File: src/hw/wdt_reload_pkg.sv
// Constants shared by the watchdog reload register bank.
package wdt_reload_pkg;
    localparam logic [11:0] ADDR_CONTROL_PORT = 12'hFF0;
    localparam logic [11:0] ADDR_RELOAD_UPPER = 12'hFF1;
    localparam logic [11:0] ADDR_RELOAD_MIDDLE = 12'hFF2;
    localparam logic [11:0] ADDR_RELOAD_LOWER = 12'hFF3;
    localparam logic [7:0] RESET_RELOAD_UPPER = 8'h00;
    localparam logic [7:0] RESET_RELOAD_MIDDLE = 8'h04;
    localparam logic [7:0] RESET_RELOAD_LOWER = 8'h00;
    localparam logic [7:0] UNLOCK_FIRST = 8'h55;
    localparam logic [7:0] UNLOCK_SECOND = 8'hAA;
    localparam int UPPER_LSB = 16;
    localparam int MIDDLE_LSB = 8;
    localparam int LOWER_LSB = 0;
    localparam int COUNT_WIDTH = 24;
    localparam int OSC_FREQ_HZ = 10000;
    localparam int SYS_FREQ_HZ = 40000000;
    localparam int OSC_DIV_CYCLES = SYS_FREQ_HZ / OSC_FREQ_HZ;
    localparam int OSC_DIV_WIDTH = 12;

    typedef enum logic [2:0] {
        LOCK_IDLE,
        LOCK_GOT_FIRST,
        LOCK_OPEN_UPPER,
        LOCK_OPEN_MIDDLE,
        LOCK_OPEN_LOWER
    } lock_state_e;
endpackage

File: src/hw/wdt_reload_if.sv
// Interface carrying the unlock result between the lock sequencer and the register bank.
`timescale 1ns/100ps
interface wdt_reload_if;
    logic wr_en;
    logic [11:0] addr;
    logic [7:0] wdata;
    logic allow_upper;
    logic allow_middle;
    logic allow_lower;

    modport bank
    (
        output wr_en,
        output addr,
        output wdata,
        input allow_upper,
        input allow_middle,
        input allow_lower
    );
    modport lock
    (
        input wr_en,
        input addr,
        input wdata,
        output allow_upper,
        output allow_middle,
        output allow_lower
    );
endinterface

File: src/hw/watchdog_reload_bytes.sv
// Watchdog reload byte registers and 24-bit down counter.
// How it works
// - The refresh instruction copies the 24-bit reload value into the counter while the watchdog is enabled.
// - Upper byte gives bits 23..16, middle 15..8, lower 7..0.
// - Reload byte writes change the stored reload value, never the counter.
// - Reading any reload byte register returns the live counter.
// - Writes 55h then AAh to the control address unlock; control bits unchanged.
// - Upper, middle, lower written in order; any other write relocks.
// - First enable loads the reload value, then the counter decrements.
`timescale 1ns/100ps
module watchdog_reload_bytes
    import wdt_reload_pkg::*;
#(
    parameter int DIV_CYCLES = OSC_DIV_CYCLES
)
(
    // System.
    input wire logic clk_sys,
    input wire logic nrst,
    // Register port.
    input wire logic reg_wr,
    input wire logic reg_rd,
    input wire logic [11:0] reg_addr,
    input wire logic [7:0] reg_wdata,
    output logic [7:0] reg_rdata,
    output logic reg_hit,
    // Watchdog control.
    input wire logic wdt_enable,
    input wire logic watchdog_refresh_instruction,
    output logic [23:0] count,
    output logic timeout
);
    // ************************************************************
    // Parameter check
    // ************************************************************
    // The divider counts from zero to DIV_CYCLES - 1 in OSC_DIV_WIDTH bits.
    // A longer period would have its terminal count cut to OSC_DIV_WIDTH bits and tick early, so it is refused here.
    if (DIV_CYCLES < 1 || DIV_CYCLES > (1 << OSC_DIV_WIDTH))
    begin : g_bad_div_cycles
        $error("DIV_CYCLES out of range");
    end

    // ************************************************************
    // Helper functions
    // ************************************************************
    // Joins the three reload bytes into one 24-bit word, upper byte on top.
    function automatic logic [23:0] join_bytes(input logic [7:0] upper, input logic [7:0] middle,
        input logic [7:0] lower);
        logic [23:0] word;
        word = 24'h000000;
        word[UPPER_LSB +: 8] = upper;
        word[MIDDLE_LSB +: 8] = middle;
        word[LOWER_LSB +: 8] = lower;
        return word;
    endfunction

    // True when the address names one of the three reload byte registers.
    function automatic logic is_reload_addr(input logic [11:0] addr);
        logic hit;
        hit = 1'b0;
        if (addr == ADDR_RELOAD_UPPER)
            hit = 1'b1;
        else if (addr == ADDR_RELOAD_MIDDLE)
            hit = 1'b1;
        else if (addr == ADDR_RELOAD_LOWER)
            hit = 1'b1;
        return hit;
    endfunction

    // Picks the counter byte that a read of the given address returns; any other address reads zero.
    function automatic logic [7:0] count_lane(input logic [11:0] addr, input logic [23:0] value);
        logic [7:0] lane;
        lane = 8'h00;
        if (addr == ADDR_RELOAD_UPPER)
            lane = value[UPPER_LSB +: 8];
        else if (addr == ADDR_RELOAD_MIDDLE)
            lane = value[MIDDLE_LSB +: 8];
        else if (addr == ADDR_RELOAD_LOWER)
            lane = value[LOWER_LSB +: 8];
        return lane;
    endfunction

    // ************************************************************
    // Unlock sequencer
    // ************************************************************
    // Every write goes to the sequencer, which grants at most one reload byte per step.
    // Reads are not forwarded, so polling the counter never breaks an unlock in progress.
    wdt_reload_if bus ();

    assign bus.wr_en = reg_wr;
    assign bus.addr = reg_addr;
    assign bus.wdata = reg_wdata;

    wdt_unlock_seq u_lock
    (
        .clk_sys(clk_sys),
        .nrst(nrst),
        .bus(bus)
    );

    // ************************************************************
    // Reload bytes
    // ************************************************************
    logic [7:0] reload_upper_byte;
    logic [7:0] reload_middle_byte;
    logic [7:0] reload_lower_byte;
    wire logic [23:0] reload_value = join_bytes(reload_upper_byte, reload_middle_byte,
        reload_lower_byte);

    // Reload bytes only change under the unlock sequence; the counter is untouched.
    // A locked write, or a write to a byte out of turn, is dropped here without trace.
    always_ff @(posedge clk_sys)
    begin
        if (!nrst)
        begin
            reload_upper_byte <= RESET_RELOAD_UPPER;
            reload_middle_byte <= RESET_RELOAD_MIDDLE;
            reload_lower_byte <= RESET_RELOAD_LOWER;
        end
        else
        begin
            if (bus.allow_upper)
                reload_upper_byte <= reg_wdata;
            if (bus.allow_middle)
                reload_middle_byte <= reg_wdata;
            if (bus.allow_lower)
                reload_lower_byte <= reg_wdata;
        end
    end

    // ************************************************************
    // Oscillator tick and counter
    // ************************************************************
    logic [OSC_DIV_WIDTH-1:0] div_cnt;
    logic osc_tick;
    logic enable_d;
    // The enable edge detector resets low, so an enable already high when reset lifts
    // still counts as a first enable and loads the reload value.
    wire logic first_enable = wdt_enable && !enable_d;
    // The divider stands in for the slow watchdog oscillator: one tick every DIV_CYCLES clocks.
    wire logic [OSC_DIV_WIDTH-1:0] div_last = OSC_DIV_WIDTH'(DIV_CYCLES - 1);
    wire logic div_wrap = div_cnt == div_last;

    always_ff @(posedge clk_sys)
    begin
        if (!nrst)
        begin
            div_cnt <= '0;
            osc_tick <= 1'b0;
        end
        else if (div_wrap)
        begin
            div_cnt <= '0;
            osc_tick <= 1'b1;
        end
        else
        begin
            div_cnt <= div_cnt + 1'b1;
            osc_tick <= 1'b0;
        end
    end

    // ************************************************************
    // Counter
    // ************************************************************
    // A load on enable or refresh wins over a decrement in the same cycle, so a refresh that
    // meets an oscillator tick never loses the reload.
    wire logic load_now = first_enable || (wdt_enable && watchdog_refresh_instruction);
    wire logic step_now = wdt_enable && osc_tick && !load_now;
    wire logic [23:0] count_less_one = count - 24'h000001;

    // After reaching zero the counter rolls over to all ones and keeps counting; it is not reloaded.
    wire logic [23:0] next_count = load_now ? reload_value
        : step_now ? count_less_one : count;
    // The time-out pulse marks the step from one to zero.
    wire logic next_timeout = step_now && count == 24'h000001;

    // Reset leaves the counter at zero and the enable edge detector low.
    always_ff @(posedge clk_sys)
    begin
        if (!nrst)
        begin
            enable_d <= 1'b0;
            count <= 24'h000000;
            timeout <= 1'b0;
        end
        else
        begin
            enable_d <= wdt_enable;
            count <= next_count;
            timeout <= next_timeout;
        end
    end

    // ************************************************************
    // Read path
    // ************************************************************
    // Reads return the live counter, never the stored reload value, so software can watch it run.
    // The byte comes from the count before this edge's update, the value the read was issued against.
    wire logic read_hit = is_reload_addr(reg_addr);
    wire logic [7:0] next_rdata = count_lane(reg_addr, count);

    // Read data is zero outside a read so a stale count never lingers on the bus.
    // The hit flag tells a real count of zero apart from a read of an unmapped address.
    always_ff @(posedge clk_sys)
    begin
        if (!nrst)
        begin
            reg_rdata <= 8'h00;
            reg_hit <= 1'b0;
        end
        else
        begin
            reg_rdata <= reg_rd ? next_rdata : 8'h00;
            reg_hit <= reg_rd && read_hit;
        end
    end
endmodule // watchdog_reload_bytes

File: src/hw/wdt_unlock_seq.sv
// Lock state machine that gates writes to the reload bytes.
`timescale 1ns/100ps
module wdt_unlock_seq
    import wdt_reload_pkg::*;
(
    // System.
    input wire logic clk_sys,
    input wire logic nrst,
    // Bank side.
    wdt_reload_if.lock bus
);
    lock_state_e state;
    lock_state_e next_state;

    // ************************************************************
    // Sequence decoding
    // ************************************************************
    wire logic hit_ctrl = bus.addr == ADDR_CONTROL_PORT;
    wire logic hit_upper = bus.addr == ADDR_RELOAD_UPPER;
    wire logic hit_middle = bus.addr == ADDR_RELOAD_MIDDLE;
    wire logic hit_lower = bus.addr == ADDR_RELOAD_LOWER;

    // Any write that does not advance the sequence drops back to locked, except a repeated 55h, which stays in LOCK_GOT_FIRST.
    always_comb
    begin
        next_state = state;
        if (bus.wr_en)
        begin
            next_state = LOCK_IDLE;
            case (state)
                LOCK_IDLE:
                    if (hit_ctrl && bus.wdata == UNLOCK_FIRST)
                        next_state = LOCK_GOT_FIRST;
                LOCK_GOT_FIRST:
                    if (hit_ctrl && bus.wdata == UNLOCK_SECOND)
                        next_state = LOCK_OPEN_UPPER;
                    else if (hit_ctrl && bus.wdata == UNLOCK_FIRST)
                        next_state = LOCK_GOT_FIRST;
                LOCK_OPEN_UPPER:
                    if (hit_upper)
                        next_state = LOCK_OPEN_MIDDLE;
                LOCK_OPEN_MIDDLE:
                    if (hit_middle)
                        next_state = LOCK_OPEN_LOWER;
                default:
                    next_state = LOCK_IDLE;
            endcase
        end
    end

    assign bus.allow_upper = state == LOCK_OPEN_UPPER && hit_upper;
    assign bus.allow_middle = state == LOCK_OPEN_MIDDLE && hit_middle;
    assign bus.allow_lower = state == LOCK_OPEN_LOWER && hit_lower;

    always_ff @(posedge clk_sys)
    begin
        if (!nrst)
            state <= LOCK_IDLE;
        else
            state <= next_state;
    end
endmodule // wdt_unlock_seq

File: config.mk
export PLATFORM = sky130hd
export DESIGN_NAME = watchdog_reload_bytes
export DESIGN_NICKNAME = d
export VERILOG_FILES = /design/src/hw/wdt_reload_pkg.sv /design/src/hw/wdt_reload_if.sv /design/src/hw/watchdog_reload_bytes.sv /design/src/hw/wdt_unlock_seq.sv
export SDC_FILE = /design/constraint.sdc
export NUM_CORES = 1
export LEC_CHECK = 0
export ABC_AREA = 1
export BUFFER_PORTS_ARGS = -buffer_cell sky130_fd_sc_hd__buf_2
export CORE_ASPECT_RATIO = 1.75
export CORE_MARGIN = 5
export CORE_UTILIZATION = 53
export CTS_BUF_LIST = sky130_fd_sc_hd__clkbuf_8
export CTS_CLUSTER_SIZE = 8
export DETAILED_ROUTE_END_ITERATION = 8
export PLACE_DENSITY_LB_ADDON = 0.3
export SLEW_MARGIN = 20
export SYNTH_ARGS = -nofsm -noshare
export SYNTH_HDL_FRONTEND = slang
export SYNTH_HIERARCHICAL = 1
export SYNTH_SLANG_ARGS = --single-unit
File: constraint.sdc
create_clock -name clk_sys -period 1.5 [get_ports clk_sys]
set_input_delay 0.075 -clock clk_sys [delete_from_list [all_inputs] [get_ports clk_sys]]
set_output_delay 0.075 -clock clk_sys [all_outputs]
set_load 0.02 [all_outputs]
==> impl_metrics.csv, run 1 <==
group,metric,value,unit
run_status,status,"finished, final reports clean",
clock_tree,cts_max_level,3,
timing,skew,0.0104,ns
detailed_routing,routed_wirelength,11.8,mm
detailed_routing,wl_per_cell,15.5,um
layout,diodes,0,
setup_path,cp-end-kind,"register",
min_path,hp-class,"in -> reg",
layout,area_growth,22.6,%
clock_tree,cts-root-buf,"clkbuf_8",
clock_tree,cts.sinks,75,
detailed_routing,drcViolationCount,0,
clock_tree,clk_pin_slew_worst_paths,0.08,ns
synth,synth_seq_cells,75,
detailed_routing,vias,4158,
synth,yosys.area.top_type,"dfxtp_1",
timing,rsz0062_at_grt,"false",
setup_path,timing.rr.start,"count[2]",
setup_path,arrival,1.71,ns
floorplan,die_area,9340,um2
placed_design,dp.cells,739,
timing,finalCriticalPeriod,1.42,ns
synth,ys_top_cells_by_area,"dfxtp_1, nand2_1, inv_1",
synth,synth_warnings,6,
timing,finalHoldViolations,0,
floorplan,coreArea,7230,um2
layout,final_cells,761,
timing,tns,0,ns
timing,slew_headroom,0.788,
flow_run,timing.max_cap.violations,0,
setup_path,reg2reg_to,"count[13]",
setup_path,cp-start-kind,"register",
setup_path,r2r_cells,8,
detailed_routing,drtIter0Drc,402,
placed_design,hpwl,8.92,mm
synth,yosysUniqueCellTypes,34,
detailed_routing,vias_per_cell,5.46,
clock_tree,cts_buffer_depth,2,
global_route,gr-total-overflow,0,
synth,ys_seq_area_frac,0.381,
synth,syn_avg_cell_area,6.74,um2
pwr,power,0.00404,W
floorplan,rows,41,
floorplan,io_pins,60,
setup_path,worstPathRequired,1.79,ns
synth,synth_area,3950,um2
setup_path,crit_fanout,5,
placed_design,place.gp.congestion,1.02,
global_route,antenna_found_initial,0,
pwr,p_leak,2.25,nW
synth,synth_edf_count,0,
timing,worstMarginPinSlew,0.315,ns
setup_path,crit_path_start,"count[2]",
synth,synthCells,585,
synth,synth_top_area_frac,0.381,
floorplan,die_h,124,um
timing,setup_violations,0,
timing,clock.fmax,704,MHz
floorplan,die_w,75.2,um
timing,final_max_slew_viol_count,0,
floorplan,start_util,0.545,
setup_path,cp-endpoint,"count[13]",
synth,synth_ff_type,"dfxtp_1",
detailed_routing,firstDrtPassIters,6,
global_route,grt_pass1_vias,3913,
clock_tree,clock_latency,0.36,ns
synth,synth_nets,614,
setup_path,worst-setup-path-type,"reg -> reg",
timing,fin_crit_sh,0.946,
pwr,vdd_drop_max,0.669,mV
placed_design,place.port_buffers,59,
detailed_routing,ant_nets,0,
synth,ys_async_sr_fraction,0,
layout,fin_util,0.669,
min_path,min-delay-start,"reg_wdata[4]",
clock_tree,tritoncts,"yes",
global_route,track_usage,0.267,
global_route,grt_pass1_wl,18.9,mm
layout,nNetsFinal,700,
layout,drive_above_1_share,0.247,
pwr,p_per_area,836,nW/um2
setup_path,r2r_slack,0.08,ns
clock_tree,numCtsBuffers,9,
global_route,grt_max_degree,18,
## worst max-delay path: stages (launching register included)
cell,delay [ns]
dfxtp_1,0.48
nor2_1,0.09
nand2_2,0.14
nor2_2,0.06
nand2_1,0.09
clkinv_1,0.18
nand2_1,0.11
nand3_1,0.08
a21oi_1,0.13
## sequential cells by signal, summed over array words and instances, names as in the netlist
signal,count
count,24
div_cnt,12
reg_rdata,8
reload_lower_byte,8
reload_middle_byte,8
reload_upper_byte,8
u_lock/state,3
enable_d,1
osc_tick,1
reg_hit,1
timeout,1
## metal layers
layer / track usage / up-vias / part of all wire
li1: - / 2056 / -
met1: 0.294 / 1929 / 0.37
met2: 0.477 / 141 / 0.53
met3: 0.0452 / 32 / 0.056
met4: 0.135 / 0 / 0.045
met5: 0 / - / 0
## Yosys cell counts, types with 4 or more instances
library cell  instances
a21oi_1              43
a31oi_1               4
clkbuf_1              6
dfxtp_1              75
inv_1                88
inv_2                 9
nand2_1             111
nand2_2              11
nand3_1              33
nand4_1              10
nor2_1               61
nor2_2               11
nor2_4                5
nor3_1               14
o21ai_0              44
o21bai_1              4
o22ai_1              16
xor2_1               11
## layout by cell type, fill, tap and decap left out, types with 3 or more instances in the layout
master     instances
nand2_1          111
inv_1             81
dfxtp_1           71
nor2_1            59
buf_2             59
a21oi_1           41
o21ai_0           38
nand3_1           31
buf_4             24
inv_2             16
o22ai_1           16
nor3_1            13
xor2_1            11
nand4_1           10
nor2_2             9
nand2_2            9
nor2_4             9
clkbuf_8           9
o21ai_1            7
nor3_2             4
o21ai_2            4
o21bai_1           4
a31oi_1            4
o2111ai_1          3
a21oi_2            3
dfxtp_2            3
## final cells by class
type	instances	area, um2
clock buffer	9	124
clock inverter	6	88.8
fill	643	2400
inverter	99	372
multi-input combinational	398	2100
sequential	75	1510
tap	86	108
timing repair buffer	88	538
## cells by family (layout without fill, tap and decap cells)
logic type / Yosys count / after routing / share of synthesized area
AOI/OAI and AO/OA: 121 / 121 / 0.171
xor gates and xnor gates: 12 / 12 / 0.0266
adders and majority gates: 3 / 3 / 0.00952
buffers and inverters: 112 / 202 / 0.110
DFF: 75 / 75 / 0.381
and+or+nand+nor: 262 / 262 / 0.302
## stage by stage
stage / hold WS, ns / cell area (um2) / worst slack [ns]
2_1_floorplan: 0.168 / 3950 / 0.0712
3_3_place_gp: 0.321 / 4460 / -0.000451
3_5_place_dp: 0.329 / 4460 / -0.0555
4_1_cts: 0.0163 / 4690 / 0.00981
5_1_grt: 0.0255 / 4840 / 0.00762
6_report: 0.0279 / 4840 / 0.0804
## worst min path at each step
stage	endpoint	slack, ns	cells after the start
final	reload_lower_byte[4]	0.03	3
after global routing	reload_lower_byte[4]	0.03	3
after CTS	reload_lower_byte[4]	0.02	3
after detailed placement	u_lock/state[2]	0.33	2
after global placement	u_lock/state[2]	0.32	2
after floorplan	enable_d	0.17	2
## where the power goes
part / switching [W] / internal (W) / total, W
Sequential: 0.00000883 / 0.00200 / 0.00201
Clock: 0.000782 / 0.000929 / 0.00171
Combinational: 0.000210 / 0.000114 / 0.000324
Total: 0.00100 / 0.00304 / 0.00404
## timing repair
item                       CTS  global route
setup buffers                0             5
setup endpoints to repair   12            36
hold endpoints to repair     3             0
pin swaps                    0             5
gates resized for setup      3            38
hold buffers                 2             0
No activity file was read; power rests on OpenSTA's default activity.
==> run 2: changes to the inputs <==
--- a/config.mk
+++ b/config.mk
@@ -8,7 +8,7 @@
 export ABC_AREA = 1
 export BUFFER_PORTS_ARGS = -buffer_cell sky130_fd_sc_hd__buf_2
 export CORE_ASPECT_RATIO = 1.75
-export CORE_MARGIN = 5
+export CORE_MARGIN = 2
 export CORE_UTILIZATION = 53
 export CTS_BUF_LIST = sky130_fd_sc_hd__clkbuf_8
 export CTS_CLUSTER_SIZE = 8
==> run 2 against run 1 <==
  * Flip-flop and latch count is the same
  * Global-route usage grew 2.6 points
  * Utilization is 0.86 points higher
  * Clock-buffer cell count unchanged
  * Largest power group unchanged
  * Clock power decreased by 6%
  * Critical path type unchanged
  * Wire length increased by 2.9%
  * Highest routed layer unchanged
==> impl_metrics.csv, run 2 (synthesis gave the netlist of run 1 again) <==
group,metric,value,unit
detailed_routing,ant_nets,0,
detailed_routing,routed_wirelength,12.1,mm
global_route,use_met2,0.529,
global_route,groute.layer.met1.usage,0.299,
detailed_routing,firstDrtPassIters,5,
layout,largest_reg_flops,24,
clock_tree,cts.sinks,75,
timing,fin_ws,0.00794,ns
setup_path,cp_slowest_cell,"dfxtp_4",
global_route,grt_pass1_vias,3929,
placed_design,dp.cells,745,
timing,slew_headroom,0.768,
timing,setup_violations,0,
layout,nNetsFinal,709,
timing,clock.fmax,670,MHz
detailed_routing,wl_per_cell,15.7,um
global_route,gr-total-overflow,0,
min_path,holdPathStages,3,
placed_design,place.gp.congestion,0.946,
global_route,antenna_found_initial,0,
pwr,combPwrFrac,0.081,
setup_path,path_buf_inv,5,
pwr,p_sw_frac,0.267,
layout,largestRegisters,"count: 24 flops, div_cnt: 12 flops",
pwr,p_leak,2.29,nW
layout,layout_common_cells,"nand2_1, inv_1, dfxtp_1, nor2_1, buf_2",
timing,finalHoldViolations,0,
detailed_routing,vias_per_cell,5.56,
setup_path,reg2reg_to,"reload_upper_byte[6]",
floorplan,coreArea,7230,um2
clock_tree,cts_max_level,3,
setup_path,r2r_cells,9,
setup_path,worst-setup-path-type,"reg -> reg",
placed_design,hpwl,9.29,mm
floorplan,rows,41,
pwr,vdd_drop_max,0.704,mV
timing,fin_crit_sh,0.995,
floorplan,die_w,69.2,um
flow_run,timing.max_cap.violations,0,
pwr,switchingPower,0.00105,W
layout,regArea,1510,um2
placed_design,pre_cts_ws,-0.0545,ns
setup_path,crit_fanout,6,
clock_tree,cts_buffer_depth,2,
timing,tns,0,ns
clock_tree,cts-root-buf,"clkbuf_8",
setup_path,crit_chain,"nor3_4, nand3_2, inv_2, nand4_1, inv_2, clkinvlp_4, buf_4, buf_4, a21oi_1",
min_path,hold_end,"reg_hit",
setup_path,slowest_delay,0.37,ns
layout,mostFrequentLayoutCell,"nand2_1",
timing,final_max_slew_viol_count,0,
pwr,power,0.00395,W
pwr,pwr-share-clk,0.409,
floorplan,start_util,0.545,
run_status,status,"finished, final reports clean",
clock_tree,clk_pin_slew_worst_paths,0.08,ns
global_route,grt_max_degree,18,
setup_path,cp-end-kind,"register",
setup_path,cp-start-kind,"register",
layout,fillers,664,
layout,multi_input_comb_area,2100,um2
pwr,p_per_area,805,nW/um2
setup_path,arrival,1.79,ns
layout,drive_above_1_share,0.260,
global_route,grt_use_met3,0.0477,
clock_tree,tritoncts,"yes",
detailed_routing,drtIter0Drc,289,
min_path,hp-class,"in -> reg",
clock_tree,clock_latency,0.37,ns
timing,worstMarginPinSlew,0.345,ns
layout,final_cells,771,
floorplan,die_area,8180,um2
layout,diodes,0,
pwr,internal_power,0.00289,W
timing,rsz0062_at_grt,"true",
setup_path,timing.rr.start,"u_lock/state[2]",
setup_path,worstPathRequired,1.79,ns
pwr,seq_power_share,0.509,
timing,skew,0.0137,ns
timing,finalCriticalPeriod,1.49,ns
timing,holdWs,0.0246,ns
layout,area_growth,24.2,%
global_route,top_usage_layer,"met2",
placed_design,place.port_buffers,59,
setup_path,r2r_slack,0.008,ns
detailed_routing,drcViolationCount,0,
clock_tree,numCtsBuffers,9,
floorplan,die_h,118,um
layout,top_register,"count",
setup_path,path_delay_family,"buffers and inverters",
detailed_routing,vias,4285,
floorplan,io_pins,60,
min_path,min-delay-start,"reg_rd",
global_route,grt_pass1_wl,18.9,mm
global_route,track_usage,0.293,
[run 2: changes by cell type in the layout (fill, tap and decap cells not counted), sizes merged]
cell	delta
buf	+9
bufinv	-1
inv	+2
[run 2: power by group through the flow]
| stage | clock network [W] | registers, W | logic (W) |
|---|---|---|---|
| final | 0.00161 | 0.00201 | 0.000321 |
| after detailed placement | 0 | 0.00206 | 0.000305 |
| after global placement | 0 | 0.00206 | 0.000298 |
| after CTS | 0.00163 | 0.00201 | 0.000311 |
| after global routing | 0.00171 | 0.00201 | 0.000353 |
| after floorplan | 0 | 0.00206 | 0.000173 |
[run 2: cell type report]
class | instances | share of cell area
multi-input cells | 398 | 0.428
repair buffers | 97 | 0.124
inverters | 99 | 0.0766
clock inverters | 7 | 0.0156
clock buffers | 9 | 0.0253
flip-flops and latches | 75 | 0.308
well taps | 86 | 0.0220
[run 2: timing repair]
action | CTS | global route
setup endpoints to repair | 12 | 45
hold buffers | 2 | 0
setup buffers | 0 | 8
resized for setup | 4 | 38
hold endpoints to repair | 4 | 0
pin swaps | 0 | 4
[run 2: how the worst max path moves through the flow]
| stage | from | endpoint | slack [ns] | depth (start not counted) |
|---|---|---|---|---|
| 2_1_floorplan | count[0] | count[6] | 0.07 | 7 |
| 3_3_place_gp | count[1] | count[22] | 0.06 | 8 |
| 3_5_place_dp | u_lock/state[1] | reload_middle_byte[6] | -0.05 | 9 |
| 4_1_cts | div_cnt[0] | div_cnt[9] | 0.0003 | 10 |
| 5_1_grt | u_lock/state[2] | reload_upper_byte[1] | -0.09 | 9 |
| 6_report | u_lock/state[2] | reload_upper_byte[6] | 0.008 | 9 |
[run 2: worst min-delay path, stage by stage]
cell and delay [ns]:
buf_2 0.09, nand2_1 0.11, a31oi_1 0.06
[run 2: per-layer routing]
layer / vias up / wire length [um]
met4: 0 / 988
li1: 2088 / -
met1: 1934 / 4380
met3: 63 / 631
met5: - / 0
met2: 200 / 6110
[run 2: through the flow]
stage,util,cell area (um2)
2_1_floorplan,-,3950
3_3_place_gp,0.626,4530
3_5_place_dp,0.626,4530
4_1_cts,0.656,4750
5_1_grt,0.677,4900
6_report,0.677,4900
==> run 3: changes to the inputs <==
--- a/config.mk
+++ b/config.mk
@@ -7,13 +7,15 @@
 export LEC_CHECK = 0
 export ABC_AREA = 1
 export BUFFER_PORTS_ARGS = -buffer_cell sky130_fd_sc_hd__buf_2
+export CELL_PAD_IN_SITES_DETAIL_PLACEMENT = 2
+export CELL_PAD_IN_SITES_GLOBAL_PLACEMENT = 2
 export CORE_ASPECT_RATIO = 1.75
 export CORE_MARGIN = 2
-export CORE_UTILIZATION = 53
+export CORE_UTILIZATION = 29
 export CTS_BUF_LIST = sky130_fd_sc_hd__clkbuf_8
 export CTS_CLUSTER_SIZE = 8
 export DETAILED_ROUTE_END_ITERATION = 8
-export PLACE_DENSITY_LB_ADDON = 0.3
+export PLACE_DENSITY = 0.87
 export SLEW_MARGIN = 20
 export SYNTH_ARGS = -nofsm -noshare
 export SYNTH_HDL_FRONTEND = slang
==> run 3 against run 2 <==
  * The flow now finishes with violations (negative setup slack)
  * Hold slack improved by 0.044 ns
  * Register-to-register slack got worse by 0.17 ns
  * Final area increased by 12%
  * Critical endpoint is now reload_lower_byte[0]
  * Largest cell class unchanged
  * Largest power group unchanged
  * Highest routed layer unchanged
==> impl_metrics.csv, run 3 (synthesis gave the netlist of run 1 again) <==
group,metric,value,unit
global_route,gr-total-overflow,0,
pwr,p_per_area,755,nW/um2
clock_tree,cts.sinks,75,
timing,slew_headroom,0.703,
global_route,grt_pass1_vias,5336,
timing,fin_ws,-0.165,ns
timing,rsz0062_at_grt,"true",
timing,final_max_slew_viol_count,0,
run_status,status,"finished, violations left",
run_status,violations,"negative setup slack",
floorplan,start_util,0.295,
layout,area_growth,39.2,%
global_route,grt_max_degree,18,
global_route,grt_pass1_wl,29.1,mm
timing,skew,0.0215,ns
floorplan,io_pins,60,
setup_path,r2r_slack,-0.17,ns
placed_design,hpwl,13.9,mm
setup_path,cp-end-kind,"register",
placed_design,place.gp.congestion,0.915,
clock_tree,clock_latency,0.38,ns
global_route,track_usage,0.265,
timing,fin_crit_sh,1.11,
floorplan,coreArea,13400,um2
min_path,hp-class,"in -> reg",
placed_design,dp.cells,853,
layout,top_register,"count",
clock_tree,cts-root-buf,"clkbuf_8",
floorplan,die_h,158,um
setup_path,worstPathRequired,1.77,ns
floorplan,die_w,92.2,um
clock_tree,cts_buffer_depth,2,
layout,drive_above_1_share,0.357,
detailed_routing,drtIter0Drc,159,
placed_design,place.port_buffers,59,
detailed_routing,vias,4752,
clock_tree,tritoncts,"yes",
detailed_routing,vias_per_cell,5.33,
layout,mostFrequentLayoutCell,"nand2_1",
layout,layout_common_cells,"nand2_1, inv_1, dfxtp_1, buf_2, buf_4",
timing,worstMarginPinSlew,0.441,ns
floorplan,die_area,14600,um2
clock_tree,numCtsBuffers,9,
layout,diodes,0,
timing,clock.fmax,601,MHz
layout,largestRegisters,"count: 24 flops, div_cnt: 12 flops",
pwr,p_leak,2.53,nW
pwr,vdd_drop_max,0.858,mV
layout,final_cells,892,
layout,largest_reg_flops,24,
detailed_routing,ant_nets,0,
setup_path,arrival,1.94,ns
detailed_routing,wl_per_cell,23.8,um
detailed_routing,firstDrtPassIters,5,
timing,finalHoldViolations,0,
layout,nNetsFinal,742,
floorplan,rows,56,
setup_path,cp-start-kind,"register",
detailed_routing,routed_wirelength,21.2,mm
flow_run,timing.max_cap.violations,0,
global_route,antenna_found_initial,0,
placed_design,pre_cts_ws,-0.225,ns
timing,setup_violations,23,
setup_path,crit_fanout,5,
clock_tree,clk_pin_slew_worst_paths,0.11,ns
detailed_routing,drcViolationCount,0,
setup_path,worst-setup-path-type,"reg -> reg",
layout,fin_util,0.410,
clock_tree,cts_max_level,3,
timing,finalCriticalPeriod,1.67,ns
run 3: report_power, final:
| group | leakage (nW) | switching [W] | internal [W] |
|---|---|---|---|
| clock network | 0.0962 | 0.000936 | 0.000781 |
| logic | 1.82 | 0.000285 | 0.000136 |
| registers | 0.612 | 0.00000933 | 0.00200 |
| total | 2.53 | 0.00123 | 0.00292 |
run 3: path summary, 6_finish.rpt:
path / depth (start not counted) / from / end
setup / recovery: 6 / u_lock/state[2] / reload_lower_byte[0]
hold / removal: 3 / reg_wdata[7] / reload_lower_byte[7]
setup reg to reg: 6 / u_lock/state[2] / reload_lower_byte[0]
hold reg to reg: 1 / div_cnt[0] / div_cnt[0]
run 3: timing repair:
item	4_1_cts	5_1_grt
resized for setup	45	82
setup buffers	11	8
hold endpoints to repair	3	0
gates cloned	0	1
pin swaps	9	22
setup endpoints to repair	35	48
hold buffers	3	0
run 3: stage by stage:
step / area, um2 / total power, W / hold WS, ns / TNS (ns)
6_report: 5490 / 0.00415 / 0.0683 / -1.62
5_1_grt: 5490 / 0.00429 / 0.0859 / -3.43
4_1_cts: 5190 / 0.00408 / 0.0507 / -0.0420
3_5_place_dp: 4770 / 0.00241 / 0.363 / -1.53
3_3_place_gp: 4770 / 0.00238 / 0.344 / -0.108
2_1_floorplan: 3950 / 0.00223 / 0.168 / 0
run 3: worst max-delay path, stage by stage (launching register included):
cell and delay [ns]:
dfxtp_4 0.38, nand3_1 0.11, nor4_2 0.28, buf_4 0.23, clkinvlp_4 0.18, o21ai_1 0.31, a21oi_2 0.07
run 3: cell type report:
class	count	area, um2
Timing Repair inverter	1	7.51
Sequential cell	75	1520
Inverter	99	392
Tap cell	174	218
Clock inverter	7	76.3
Timing Repair Buffer	129	867
Multi-Input combinational cell	398	2280
Fill cell	1584	7890
Clock buffer	9	124
run 3: metal layers:
metal	GRT usage	vias up	share of wire
li1	-	2144	-
met1	0.249	2384	0.35
met2	0.515	150	0.54
met3	0.0360	74	0.030
met4	0.190	0	0.073
met5	0	-	0
